<file path="src/design/mtd_pkg.sv">
package mtd_pkg;

  // Widths of the sample path, the register port and the trigger count.
  localparam int DATA_W = 16;
  localparam int ADDR_W = 6;
  localparam int CNT_W  = 7;

  // Register byte offsets on the plain register port.
  localparam logic [ADDR_W-1:0] OFS_VOLT_LEVEL = 6'h00;
  localparam logic [ADDR_W-1:0] OFS_VOLT_HYST  = 6'h04;
  localparam logic [ADDR_W-1:0] OFS_CURR_LEVEL = 6'h08;
  localparam logic [ADDR_W-1:0] OFS_CURR_HYST  = 6'h0C;
  localparam logic [ADDR_W-1:0] OFS_SLOPE      = 6'h10;
  localparam logic [ADDR_W-1:0] OFS_SOURCE     = 6'h14;
  localparam logic [ADDR_W-1:0] OFS_COUNT      = 6'h18;
  localparam logic [ADDR_W-1:0] OFS_SEQ_NAME   = 6'h1C;
  localparam logic [ADDR_W-1:0] OFS_CMD        = 6'h20;
  localparam logic [ADDR_W-1:0] OFS_STATUS     = 6'h24;

  // Field positions.
  localparam int SLOPE_VOLT_LSB = 0;
  localparam int SLOPE_CURR_LSB = 2;
  localparam int SRC_BUS_BIT    = 0;
  localparam int SRC_CURR_BIT   = 1;
  localparam int SEQ1_LSB       = 0;
  localparam int SEQ2_LSB       = 2;
  localparam int CMD_INIT_BIT   = 0;
  localparam int CMD_ABORT_BIT  = 1;
  localparam int CMD_BUSTRG_BIT = 2;
  localparam int CMD_RESET_BIT  = 3;
  localparam int ST_INIT_BIT    = 0;
  localparam int ST_ERR_BIT     = 1;
  localparam int ST_REMAIN_LSB  = 8;

  // Reset values and legal ranges.
  localparam logic [DATA_W-1:0] LEVEL_RST = 16'h0000;
  localparam logic [DATA_W-1:0] HYST_RST  = 16'h0000;
  localparam logic [CNT_W-1:0]  COUNT_MIN = 7'h01;
  localparam logic [CNT_W-1:0]  COUNT_MAX = 7'h64;
  localparam logic [CNT_W-1:0]  COUNT_RST = 7'h01;
  localparam logic [CNT_W-1:0]  CNT_ZERO  = 7'h00;
  localparam logic [CNT_W-1:0]  CNT_ONE   = 7'h01;

  typedef enum logic [1:0] {
    MTD_SLOPE_RISE   = 2'h0,
    MTD_SLOPE_FALL   = 2'h1,
    MTD_SLOPE_EITHER = 2'h2
  } mtd_slope_e;

  typedef enum logic [1:0] {
    MTD_NAME_TRANSIENT = 2'h1,
    MTD_NAME_MEASURE   = 2'h2
  } mtd_name_e;

  typedef enum logic [2:0] {
    MTD_SIDE_UNKNOWN = 3'b001,
    MTD_SIDE_BELOW   = 3'b010,
    MTD_SIDE_ABOVE   = 3'b100
  } mtd_side_e;

  typedef enum logic [1:0] {
    MTD_ARM_IDLE = 2'b01,
    MTD_ARM_WAIT = 2'b10
  } mtd_arm_e;

endpackage : mtd_pkg

</file>
<file path="src/design/mtd_band_detect.sv">
`timescale 1ns/1ps
module mtd_band_detect
  import mtd_pkg::*;
#(
  parameter int DW = DATA_W
) (
  // Clock, reset, enable.
  input  wire logic          clk,
  input  wire logic          srst,
  input  wire logic          ce,
  // Sample stream.
  input  wire logic          sample_valid,
  input  wire logic [DW-1:0] sample,
  // Settings.
  input  wire logic [DW-1:0] level,
  input  wire logic [DW-1:0] hyst,
  input  wire mtd_slope_e    slope,
  // Result.
  output logic               trig,
  output mtd_side_e          side
);

  // Half the hysteresis is added or subtracted; an odd setting loses its LSB.
  function automatic logic signed [DW+1:0] band_edge(input logic [DW-1:0] lvl,
                                                     input logic [DW-1:0] hy,
                                                     input logic          add);
    logic signed [DW+1:0] l;
    logic signed [DW+1:0] h;
    l = signed'({2'b00, lvl});
    h = signed'({3'b000, hy[DW-1:1]});
    return add ? l + h : l - h;
  endfunction : band_edge

  logic signed [DW+1:0] upper;
  logic signed [DW+1:0] lower;
  logic signed [DW+1:0] smp;
  logic                 is_above;
  logic                 is_below;
  logic                 rise_ok;
  logic                 fall_ok;
  mtd_side_e            next_side;

  assign upper    = band_edge(level, hyst, 1'b1);
  assign lower    = band_edge(level, hyst, 1'b0);
  assign smp      = signed'({2'b00, sample});
  assign is_above = smp > upper;
  assign is_below = smp < lower;
  assign rise_ok  = (slope == MTD_SLOPE_RISE) || (slope == MTD_SLOPE_EITHER);
  assign fall_ok  = (slope == MTD_SLOPE_FALL) || (slope == MTD_SLOPE_EITHER);

  // Inside the band the last side is kept, so slow crossings still count.
  always_comb begin
    next_side = side;
    if (is_above) begin
      next_side = MTD_SIDE_ABOVE;
    end else if (is_below) begin
      next_side = MTD_SIDE_BELOW;
    end
  end

  always_ff @(posedge clk) begin
    if (srst) begin
      side <= MTD_SIDE_UNKNOWN;
    end else if (ce && sample_valid) begin
      side <= next_side;
    end
  end

  always_ff @(posedge clk) begin
    if (srst) begin
      trig <= 1'b0;
    end else if (ce) begin
      case (side)
        MTD_SIDE_BELOW: trig <= sample_valid && is_above && rise_ok;
        MTD_SIDE_ABOVE: trig <= sample_valid && is_below && fall_ok;
        MTD_SIDE_UNKNOWN: trig <= 1'b0;
        default: trig <= 1'b0;
      endcase
    end
  end

  a_rise_fires: assert property (@(posedge clk) disable iff (srst)
    (ce && sample_valid && side == MTD_SIDE_BELOW && is_above && rise_ok) |=> trig)
    else $error("rising crossing did not fire");
  a_fire_cause: assert property (@(posedge clk) disable iff (srst)
    $rose(trig) |-> $past(sample_valid) && ($past(side) != MTD_SIDE_UNKNOWN))
    else $error("trigger without a qualified crossing");
  a_side_kept: assert property (@(posedge clk) disable iff (srst)
    (ce && sample_valid && !is_above && !is_below) |=> $stable(side))
    else $error("side changed inside the band");

endmodule : mtd_band_detect

</file>
<file path="src/design/mtd_trigger_detector.sv">
`timescale 1ns/1ps
// Function
// - Band edges are level plus and minus half the hysteresis setting.
// - Positive trigger only when rising from below lower edge past upper edge.
// - Negative trigger only when falling from above upper edge past lower edge.
// - Voltage hysteresis is programmable, resets to zero, reads back.
// - Current trigger level is programmable, resets to zero, reads back.
// - Voltage trigger level is separate, resets to zero, reads back.
// - Slope picks rising, falling or both crossing directions.
// - Current slope selection resets to rising and reads back.
// - Voltage slope selection is independent, resets to rising, reads back.
// - Internal source triggers as soon as the selected crossing occurs.
// - Source is bus or internal, internal after reset; host sends bus triggers.
// - Sequence one accepts only the transient name, two only the measure name.
// - Queries return the names aliased to both sequences.
// - Each accepted trigger while initiated starts a measure-and-store.
// - Trigger count 1 to 100, default 1; rearm until count exhausted.
module mtd_trigger_detector
  import mtd_pkg::*;
#(
  parameter int DW = DATA_W
) (
  // Clock, reset, enable.
  input  wire logic              SYS_CLK,
  input  wire logic              SRST,
  input  wire logic              CE,
  // Register port.
  input  wire logic [ADDR_W-1:0] ADDR,
  input  wire logic [31:0]       WDATA,
  input  wire logic              WR,
  input  wire logic              RD,
  output logic      [31:0]       RDATA,
  // Measured samples and bus trigger from the same clock domain.
  input  wire logic              SAMPLE_VALID,
  input  wire logic [DW-1:0]     VOLT_SAMPLE,
  input  wire logic [DW-1:0]     CURR_SAMPLE,
  input  wire logic              BUS_TRIGGER,
  // Trigger system outputs.
  output logic                   MEAS_TRIG,
  output logic                   INITIATED
);

  logic [DW-1:0]    volt_level;
  logic [DW-1:0]    volt_hyst;
  logic [DW-1:0]    curr_level;
  logic [DW-1:0]    curr_hyst;
  mtd_slope_e       volt_slope;
  mtd_slope_e       curr_slope;
  logic             src_bus;
  logic             src_curr;
  logic [CNT_W-1:0] trig_count;
  mtd_name_e        first_trigger_sequence;
  mtd_name_e        second_trigger_sequence;
  logic             prog_error;
  mtd_arm_e         arm;
  logic [CNT_W-1:0] remain;

  logic             wr_hit;
  logic             cmd_reset;
  logic             cmd_init;
  logic             cmd_abort;
  logic             bus_event;
  logic             volt_trig;
  logic             curr_trig;
  logic             int_event;
  logic             accept;
  logic             bad_write;
  logic [CNT_W-1:0] wr_count;
  logic [1:0]       wr_vslope;
  logic [1:0]       wr_cslope;
  logic [1:0]       wr_seq1;
  logic [1:0]       wr_seq2;
  logic [31:0]      next_rdata;
  mtd_side_e        volt_side;
  mtd_side_e        curr_side;

  assign wr_hit    = CE && WR;
  assign cmd_reset = wr_hit && (ADDR == OFS_CMD) && WDATA[CMD_RESET_BIT];
  assign cmd_init  = wr_hit && (ADDR == OFS_CMD) && WDATA[CMD_INIT_BIT];
  assign cmd_abort = wr_hit && (ADDR == OFS_CMD) && WDATA[CMD_ABORT_BIT];
  assign wr_count  = WDATA[CNT_W-1:0];
  assign wr_vslope = WDATA[SLOPE_VOLT_LSB +: 2];
  assign wr_cslope = WDATA[SLOPE_CURR_LSB +: 2];
  assign wr_seq1   = WDATA[SEQ1_LSB +: 2];
  assign wr_seq2   = WDATA[SEQ2_LSB +: 2];

  // The bus trigger arrives either on the pin or as a command bit.
  assign bus_event = BUS_TRIGGER || (wr_hit && (ADDR == OFS_CMD) && WDATA[CMD_BUSTRG_BIT]);
  assign int_event = src_curr ? curr_trig : volt_trig;
  assign accept    = CE && (arm == MTD_ARM_WAIT) && !cmd_reset && !cmd_abort
                     && (src_bus ? bus_event : int_event);

  // Values outside the legal set are refused and leave the old setting.
  always_comb begin
    bad_write = 1'b0;
    if (wr_hit && !cmd_reset) begin
      case (ADDR)
        OFS_SLOPE:    bad_write = (wr_vslope > MTD_SLOPE_EITHER) || (wr_cslope > MTD_SLOPE_EITHER);
        OFS_COUNT:    bad_write = (wr_count < COUNT_MIN) || (wr_count > COUNT_MAX);
        OFS_SEQ_NAME: bad_write = (wr_seq1 != MTD_NAME_TRANSIENT)
                                  || (wr_seq2 != MTD_NAME_MEASURE);
        default:      bad_write = 1'b0;
      endcase
    end
  end

  always_ff @(posedge SYS_CLK) begin
    if (SRST || (CE && cmd_reset)) begin
      volt_level <= LEVEL_RST;
      volt_hyst  <= HYST_RST;
      curr_level <= LEVEL_RST;
      curr_hyst  <= HYST_RST;
    end else if (wr_hit) begin
      case (ADDR)
        OFS_VOLT_LEVEL: volt_level <= WDATA[DW-1:0];
        OFS_VOLT_HYST:  volt_hyst  <= WDATA[DW-1:0];
        OFS_CURR_LEVEL: curr_level <= WDATA[DW-1:0];
        OFS_CURR_HYST:  curr_hyst  <= WDATA[DW-1:0];
        default: begin
        end
      endcase
    end
  end

  always_ff @(posedge SYS_CLK) begin
    if (SRST || (CE && cmd_reset)) begin
      volt_slope <= MTD_SLOPE_RISE;
      curr_slope <= MTD_SLOPE_RISE;
      src_bus    <= 1'b0;
      src_curr   <= 1'b0;
      trig_count <= COUNT_RST;
    end else if (wr_hit && !bad_write) begin
      case (ADDR)
        OFS_SLOPE: begin
          volt_slope <= mtd_slope_e'(wr_vslope);
          curr_slope <= mtd_slope_e'(wr_cslope);
        end
        OFS_SOURCE: begin
          src_bus  <= WDATA[SRC_BUS_BIT];
          src_curr <= WDATA[SRC_CURR_BIT];
        end
        OFS_COUNT: trig_count <= wr_count;
        default: begin
        end
      endcase
    end
  end

  // The aliases can only ever take their one legal name, so they never move.
  always_ff @(posedge SYS_CLK) begin
    if (SRST) begin
      first_trigger_sequence  <= MTD_NAME_TRANSIENT;
      second_trigger_sequence <= MTD_NAME_MEASURE;
    end else if (wr_hit && (ADDR == OFS_SEQ_NAME) && !bad_write) begin
      first_trigger_sequence  <= mtd_name_e'(wr_seq1);
      second_trigger_sequence <= mtd_name_e'(wr_seq2);
    end
  end

  // Refused writes are sticky; a status read clears, a new refusal wins.
  always_ff @(posedge SYS_CLK) begin
    if (SRST) begin
      prog_error <= 1'b0;
    end else if (CE && bad_write) begin
      prog_error <= 1'b1;
    end else if (CE && RD && (ADDR == OFS_STATUS)) begin
      prog_error <= 1'b0;
    end
  end

  always_ff @(posedge SYS_CLK) begin
    if (SRST) begin
      arm    <= MTD_ARM_IDLE;
      remain <= CNT_ZERO;
    end else if (CE) begin
      case (arm)
        MTD_ARM_IDLE: begin
          if (cmd_init && !cmd_reset && !cmd_abort) begin
            arm    <= MTD_ARM_WAIT;
            remain <= trig_count;
          end
        end
        MTD_ARM_WAIT: begin
          if (cmd_reset || cmd_abort) begin
            arm    <= MTD_ARM_IDLE;
            remain <= CNT_ZERO;
          end else if (accept) begin
            remain <= remain - CNT_ONE;
            if (remain == CNT_ONE) begin
              arm <= MTD_ARM_IDLE;
            end
          end
        end
        default: begin
          arm    <= MTD_ARM_IDLE;
          remain <= CNT_ZERO;
        end
      endcase
    end
  end

  always_ff @(posedge SYS_CLK) begin
    if (SRST) begin
      MEAS_TRIG <= 1'b0;
      INITIATED <= 1'b0;
    end else if (CE) begin
      MEAS_TRIG <= accept;
      INITIATED <= (arm == MTD_ARM_WAIT);
    end
  end

  always_comb begin
    next_rdata = 32'h0000_0000;
    case (ADDR)
      OFS_VOLT_LEVEL: next_rdata[DW-1:0] = volt_level;
      OFS_VOLT_HYST:  next_rdata[DW-1:0] = volt_hyst;
      OFS_CURR_LEVEL: next_rdata[DW-1:0] = curr_level;
      OFS_CURR_HYST:  next_rdata[DW-1:0] = curr_hyst;
      OFS_SLOPE: begin
        next_rdata[SLOPE_VOLT_LSB +: 2] = volt_slope;
        next_rdata[SLOPE_CURR_LSB +: 2] = curr_slope;
      end
      OFS_SOURCE: begin
        next_rdata[SRC_BUS_BIT]  = src_bus;
        next_rdata[SRC_CURR_BIT] = src_curr;
      end
      OFS_COUNT: next_rdata[CNT_W-1:0] = trig_count;
      OFS_SEQ_NAME: begin
        next_rdata[SEQ1_LSB +: 2] = first_trigger_sequence;
        next_rdata[SEQ2_LSB +: 2] = second_trigger_sequence;
      end
      OFS_STATUS: begin
        next_rdata[ST_INIT_BIT]              = (arm == MTD_ARM_WAIT);
        next_rdata[ST_ERR_BIT]               = prog_error;
        next_rdata[ST_REMAIN_LSB +: CNT_W]   = remain;
      end
      default: next_rdata = 32'h0000_0000;
    endcase
  end

  // Read data stand for one enabled cycle after a read and are zero otherwise; CE low holds them.
  always_ff @(posedge SYS_CLK) begin
    if (SRST) begin
      RDATA <= 32'h0000_0000;
    end else if (CE) begin
      RDATA <= RD ? next_rdata : 32'h0000_0000;
    end
  end

  mtd_band_detect #(.DW(DW)) u_volt_detect (
    .clk          (SYS_CLK),
    .srst         (SRST),
    .ce           (CE),
    .sample_valid (SAMPLE_VALID),
    .sample       (VOLT_SAMPLE),
    .level        (volt_level),
    .hyst         (volt_hyst),
    .slope        (volt_slope),
    .trig         (volt_trig),
    .side         (volt_side)
  );

  mtd_band_detect #(.DW(DW)) u_curr_detect (
    .clk          (SYS_CLK),
    .srst         (SRST),
    .ce           (CE),
    .sample_valid (SAMPLE_VALID),
    .sample       (CURR_SAMPLE),
    .level        (curr_level),
    .hyst         (curr_hyst),
    .slope        (curr_slope),
    .trig         (curr_trig),
    .side         (curr_side)
  );

  a_reset_defaults: assert property (@(posedge SYS_CLK) disable iff (SRST)
    (CE && cmd_reset) |=> (volt_hyst == HYST_RST) && (volt_level == LEVEL_RST)
                          && (curr_level == LEVEL_RST) && !src_bus
                          && (trig_count == COUNT_RST))
    else $error("reset command did not restore defaults");
  a_slope_default: assert property (@(posedge SYS_CLK) disable iff (SRST)
    (CE && cmd_reset) |=> (curr_slope == MTD_SLOPE_RISE) && (volt_slope == MTD_SLOPE_RISE))
    else $error("slopes not rising after reset command");
  a_names_fixed: assert property (@(posedge SYS_CLK) disable iff (SRST)
    (first_trigger_sequence == MTD_NAME_TRANSIENT)
    && (second_trigger_sequence == MTD_NAME_MEASURE))
    else $error("sequence alias took an illegal name");
  a_name_readback: assert property (@(posedge SYS_CLK) disable iff (SRST)
    (CE && RD && ADDR == OFS_SEQ_NAME) |=>
      (RDATA[SEQ1_LSB +: 2] == MTD_NAME_TRANSIENT) && (RDATA[SEQ2_LSB +: 2] == MTD_NAME_MEASURE))
    else $error("alias query returned wrong names");
  a_meas_follows: assert property (@(posedge SYS_CLK) disable iff (SRST)
    accept |=> MEAS_TRIG ##1 (!MEAS_TRIG || !$past(CE) || $past(accept)))
    else $error("measurement pulse does not follow acceptance");
  a_internal_fires: assert property (@(posedge SYS_CLK) disable iff (SRST)
    (CE && arm == MTD_ARM_WAIT && !src_bus && !src_curr && volt_trig
     && !WR) |=> MEAS_TRIG)
    else $error("internal crossing did not trigger");
  a_bus_ignored: assert property (@(posedge SYS_CLK) disable iff (SRST)
    (CE && !src_bus && !int_event) |=> !MEAS_TRIG)
    else $error("bus trigger taken in internal mode");
  a_count_done: assert property (@(posedge SYS_CLK) disable iff (SRST)
    (accept && remain == CNT_ONE) |=> (arm == MTD_ARM_IDLE) ##1 (!INITIATED || !$past(CE)))
    else $error("trigger system stayed armed after last count");
  a_count_range: assert property (@(posedge SYS_CLK) disable iff (SRST)
    (trig_count >= COUNT_MIN) && (trig_count <= COUNT_MAX))
    else $error("trigger count outside its range");

  c_bus_trigger: cover property (@(posedge SYS_CLK) disable iff (SRST) accept && src_bus);
  c_curr_trigger: cover property (@(posedge SYS_CLK) disable iff (SRST)
    accept && !src_bus && src_curr);
  c_multi_count: cover property (@(posedge SYS_CLK) disable iff (SRST)
    accept && remain > CNT_ONE);
  c_refused: cover property (@(posedge SYS_CLK) disable iff (SRST) CE && bad_write);
  c_both_above: cover property (@(posedge SYS_CLK) disable iff (SRST)
    accept && (volt_side == MTD_SIDE_ABOVE) && (curr_side == MTD_SIDE_ABOVE));

endmodule : mtd_trigger_detector

</file>
<file path="config.mk">
export PLATFORM = sky130hd
export DESIGN_NAME = mtd_trigger_detector
export DESIGN_NICKNAME = d
export VERILOG_FILES = /design/src/design/mtd_pkg.sv /design/src/design/mtd_band_detect.sv /design/src/design/mtd_trigger_detector.sv
export SDC_FILE = /design/constraint.sdc
export NUM_CORES = 1
export LEC_CHECK = 0
export CORE_MARGIN = 3
export CORE_UTILIZATION = 35
export CTS_CLUSTER_DIAMETER = 50
export DETAILED_ROUTE_END_ITERATION = 10
export DONT_BUFFER_PORTS = 1
export GPL_ROUTABILITY_DRIVEN = 0
export PLACE_DENSITY_LB_ADDON = 0.25
export REMOVE_ABC_BUFFERS = 1
export SETUP_SLACK_MARGIN = 0.2
export SLEW_MARGIN = 20
export SYNTH_ARGS = -nofsm -noshare
export SYNTH_HDL_FRONTEND = slang
export SYNTH_SLANG_ARGS = --single-unit
</file>
<file path="constraint.sdc">
create_clock -name SYS_CLK -period 4 [get_ports SYS_CLK]
set_input_delay 0.2 -clock SYS_CLK [delete_from_list [all_inputs] [get_ports SYS_CLK]]
set_output_delay 0.2 -clock SYS_CLK [all_outputs]
set_load 0.02 [all_outputs]
</file>
==> results_dict.tcl <==
set metrics [dict create \
    status "finished, final reports clean" \
    ys.flop_type "dfxtp_1" \
    wl_um 30400 \
    maxSlewViolCount 0 \
    p_leak_nw 4.56 \
    syn-mean-instance-area_um2 7.80 \
    fin_area_um2 11800 \
    die_x_um 173 \
    fin_crit_sh 0.948 \
    syn_inst 1246 \
    grt_first_pass_wirelength_um 47100 \
    initial_core_util 0.359 \
    firstDrtPassIters 5 \
    insertion_delay_ns 0.42 \
    clockBufferDepth 2 \
    io_buffers 0 \
    grt_max_degree 78 \
    max_freq_mhz 264 \
    synth_edf_count 0 \
    cts_tree "yes" \
    nFillCells 2694 \
    grt_pass1_vias 8469 \
    yosys_warnings 0 \
    critPathLaunchType "flip-flop" \
    synth-seq-cells 117 \
    cts_num_sinks 117 \
    areaGrowthSynthToFinish_pct 21.3 \
    drv_cap 0 \
    die_h_um 173 \
    drt-vias-per-instance 5.28 \
    antenna_found_initial 1 \
    die_area_um2 29800 \
    crit_arrival_ns 4.11 \
    fin_nets 1517 \
    drive_gt1_frac 0.180 \
    crit_type "reg -> reg" \
    cts_max_level 4 \
    min_path_type "in -> reg" \
    dpl_worst_slack_ns -0.207 \
    hold_violations 0 \
    ant_nets 0 \
    synthSimpleGateAreaFrac 0.190 \
    cp_data_required_time_ns 4.32 \
    synth-compound-area-share 0.213 \
    peakVddDrop_mv 0.266 \
    tns_ns 0 \
    std_cell_rows 60 \
    path_clk_slew_ns 0.05 \
    min_period_ns 3.79 \
    place_hpwl_um 22600 \
    place_inst 1630 \
    vias 8908 \
    hold_ws_ns 0.0207 \
    finalNonFillerCells 1686 \
    grt_setup_unrepaired "true" \
    synth_mux_area_frac 0.0542 \
    cts_made_buffers 17 \
    endpoint_kind "flip-flop" \
    grt-ovfl-total 0 \
    core_um2 27100 \
    drc 0 \
    fin_util 0.435 \
    cts_root_buf "clkbuf_16" \
    setup_viol 0 \
    num_antenna_cells 0 \
    fin_total_pwr_mw 2.92 \
    ys_seq_area_frac 0.241 \
    place_area_um2 10400 \
    yosys.area_share.xor_xnor 0.0523 \
    ys_async_sr_fraction 0 \
    fin_skew_ns 0.00541 \
    slew_headroom 0.281 \
    fin_ws_ns 0.209 \
    powerDensity_nw_per_um2 248 \
    top_level_ports 111 \
    cp_max_fo 3 \
    synth.distinct_cells 79 \
    wire_per_inst_um 18.0 \
    grtUsageTotal 0.196 \
    tightest_slew_ns 1.08 \
    synth_top_family_by_area "compound AO/OA/AOI/OAI gates" \
    drt_iter0_drc 789 \
    synthesis.area_um2 9720 \
    synthAdderAreaFrac 0.178 \
]
==> power by group <==
group | internal (mW) | switching [mW]
combinational | 0.145 | 0.204
sequential | 1.17 | 0.00804
clock | 0.871 | 0.518
total | 2.19 | 0.730
==> registers in the layout (all words and copies together) (netlist names), 2 cells and up <==
register / count
volt_slope: 2
first_trigger_sequence: 2
RDATA: 16
arm: 2
remain: 7
second_trigger_sequence: 2
u_volt_detect.side: 3
curr_hyst: 16
curr_level: 16
volt_level: 16
volt_hyst: 16
trig_count: 7
curr_slope: 2
u_curr_detect.side: 3
==> critical path, cell delays in order, from the launching register on <==
cell,delay (ns)
dfxtp_4,0.36
ha_4,0.16
inv_2,0.05
fa_2,0.21
nor2_2,0.05
o311a_1,0.33
o311ai_2,0.27
nand3_1,0.17
a31oi_2,0.19
o21bai_1,0.08
a21oi_1,0.18
xnor2_1,0.15
ha_1,0.26
and4_1,0.19
nand3_2,0.09
nor3_2,0.04
a32oi_1,0.20
o31ai_1,0.11
o21ba_4,0.28
a32oi_1,0.11
o41ai_1,0.22
==> layout make-up <==
class	count	area [µm²]	area share
inverters	89	342	0.0290
repair buffers	99	813	0.0690
well taps	372	465	0.0395
clock buffers	24	472	0.0400
multi-input cells	980	7280	0.617
clock inverters	5	52.6	0.00446
flip-flops and latches	117	2370	0.201
==> placed cells by master (no fill, tap or decap), types with 9 or more instances in the layout <==
master / count
xnor2_1: 46
o21ai_0: 28
mux4_2: 9
nand2b_1: 12
ha_4: 11
o22ai_1: 9
inv_1: 77
a21oi_2: 9
nand2_1: 165
mux2_2: 11
dfxtp_2: 9
nand3_1: 13
nand4_1: 14
dlygate4sd3_1: 20
ha_1: 117
clkbuf_16: 17
mux2i_1: 20
buf_4: 76
dfxtp_1: 104
a21o_1: 14
a22oi_1: 37
o21bai_1: 12
nor2_1: 122
conb_1: 16
nor3_1: 20
nor2b_1: 12
a21oi_1: 118
xor2_1: 12
==> repair_timing <==
action                                  in CTS  in global routing
gates cloned                                 0                  0
pin swaps                                   47                 64
gates resized for setup                     54                 73
buffers inserted                             2                  4
hold buffers                                21                  0
endpoints found under the setup margin       8                  8
hold endpoints to repair                   110                  0
==> cell usage after synthesis, drive strengths merged, types with 4 or more instances <==
master	n	area share
nand2	166	0.064
inv	88	0.034
a21o	14	0.011
a41oi	4	0.0044
nor3	23	0.012
clkbuf	45	0.017
nor2b	13	0.0084
a21oi	128	0.067
or2	5	0.0032
a22o	5	0.0045
fa	4	0.0082
nand4	14	0.0090
a22oi	37	0.029
o311ai	4	0.0036
o21bai	12	0.0093
a32oi	5	0.0045
nor2	126	0.049
mux2	11	0.013
dfxtp	117	0.24
ha	132	0.17
a31oi	6	0.0045
o22ai	10	0.0064
o21ai	43	0.023
o211ai	9	0.0075
mux2i	20	0.021
mux4	9	0.021
o41ai	4	0.0036
o21a	6	0.0046
nand3	16	0.0082
buf	30	0.020
or3	8	0.0051
and2	7	0.0045
xor2	12	0.011
a211oi	7	0.0054
nand2b	15	0.0097
xnor2	46	0.041
and3	5	0.0032
==> kinds of logic after synthesis <==
| logic type | Yosys count |
|---|---|
| AO/OA/AOI/OAI | 320 |
| AND/OR/NAND/NOR | 410 |
| flip-flops | 117 |
| buffers and inverters | 164 |
| XOR/XNOR | 58 |
| adder cells (fa/ha/maj) | 136 |
| multiplexers | 40 |
| other | 1 |
==> routing by layer <==
layer / part of all wire / track usage
met5: 0.00036 / 0
met4: 0.022 / 0.0527
met3: 0.074 / 0.0527
met2: 0.45 / 0.313
met1: 0.45 / 0.264
==> path summary, 6_finish.rpt <==
kind / start / endpoint / slack, ns / depth (start not counted)
worst max-delay path: curr_level[0] / u_curr_detect.trig / 0.21 / 20
worst min-delay path: WDATA[2] / volt_hyst[2] / 0.02 / 2
worst max register to register: curr_level[0] / u_curr_detect.trig / 0.21 / 20
worst min register to register: u_curr_detect.side[0] / u_curr_detect.trig / 0.45 / 1
Power figures use the tool's default switching activity.
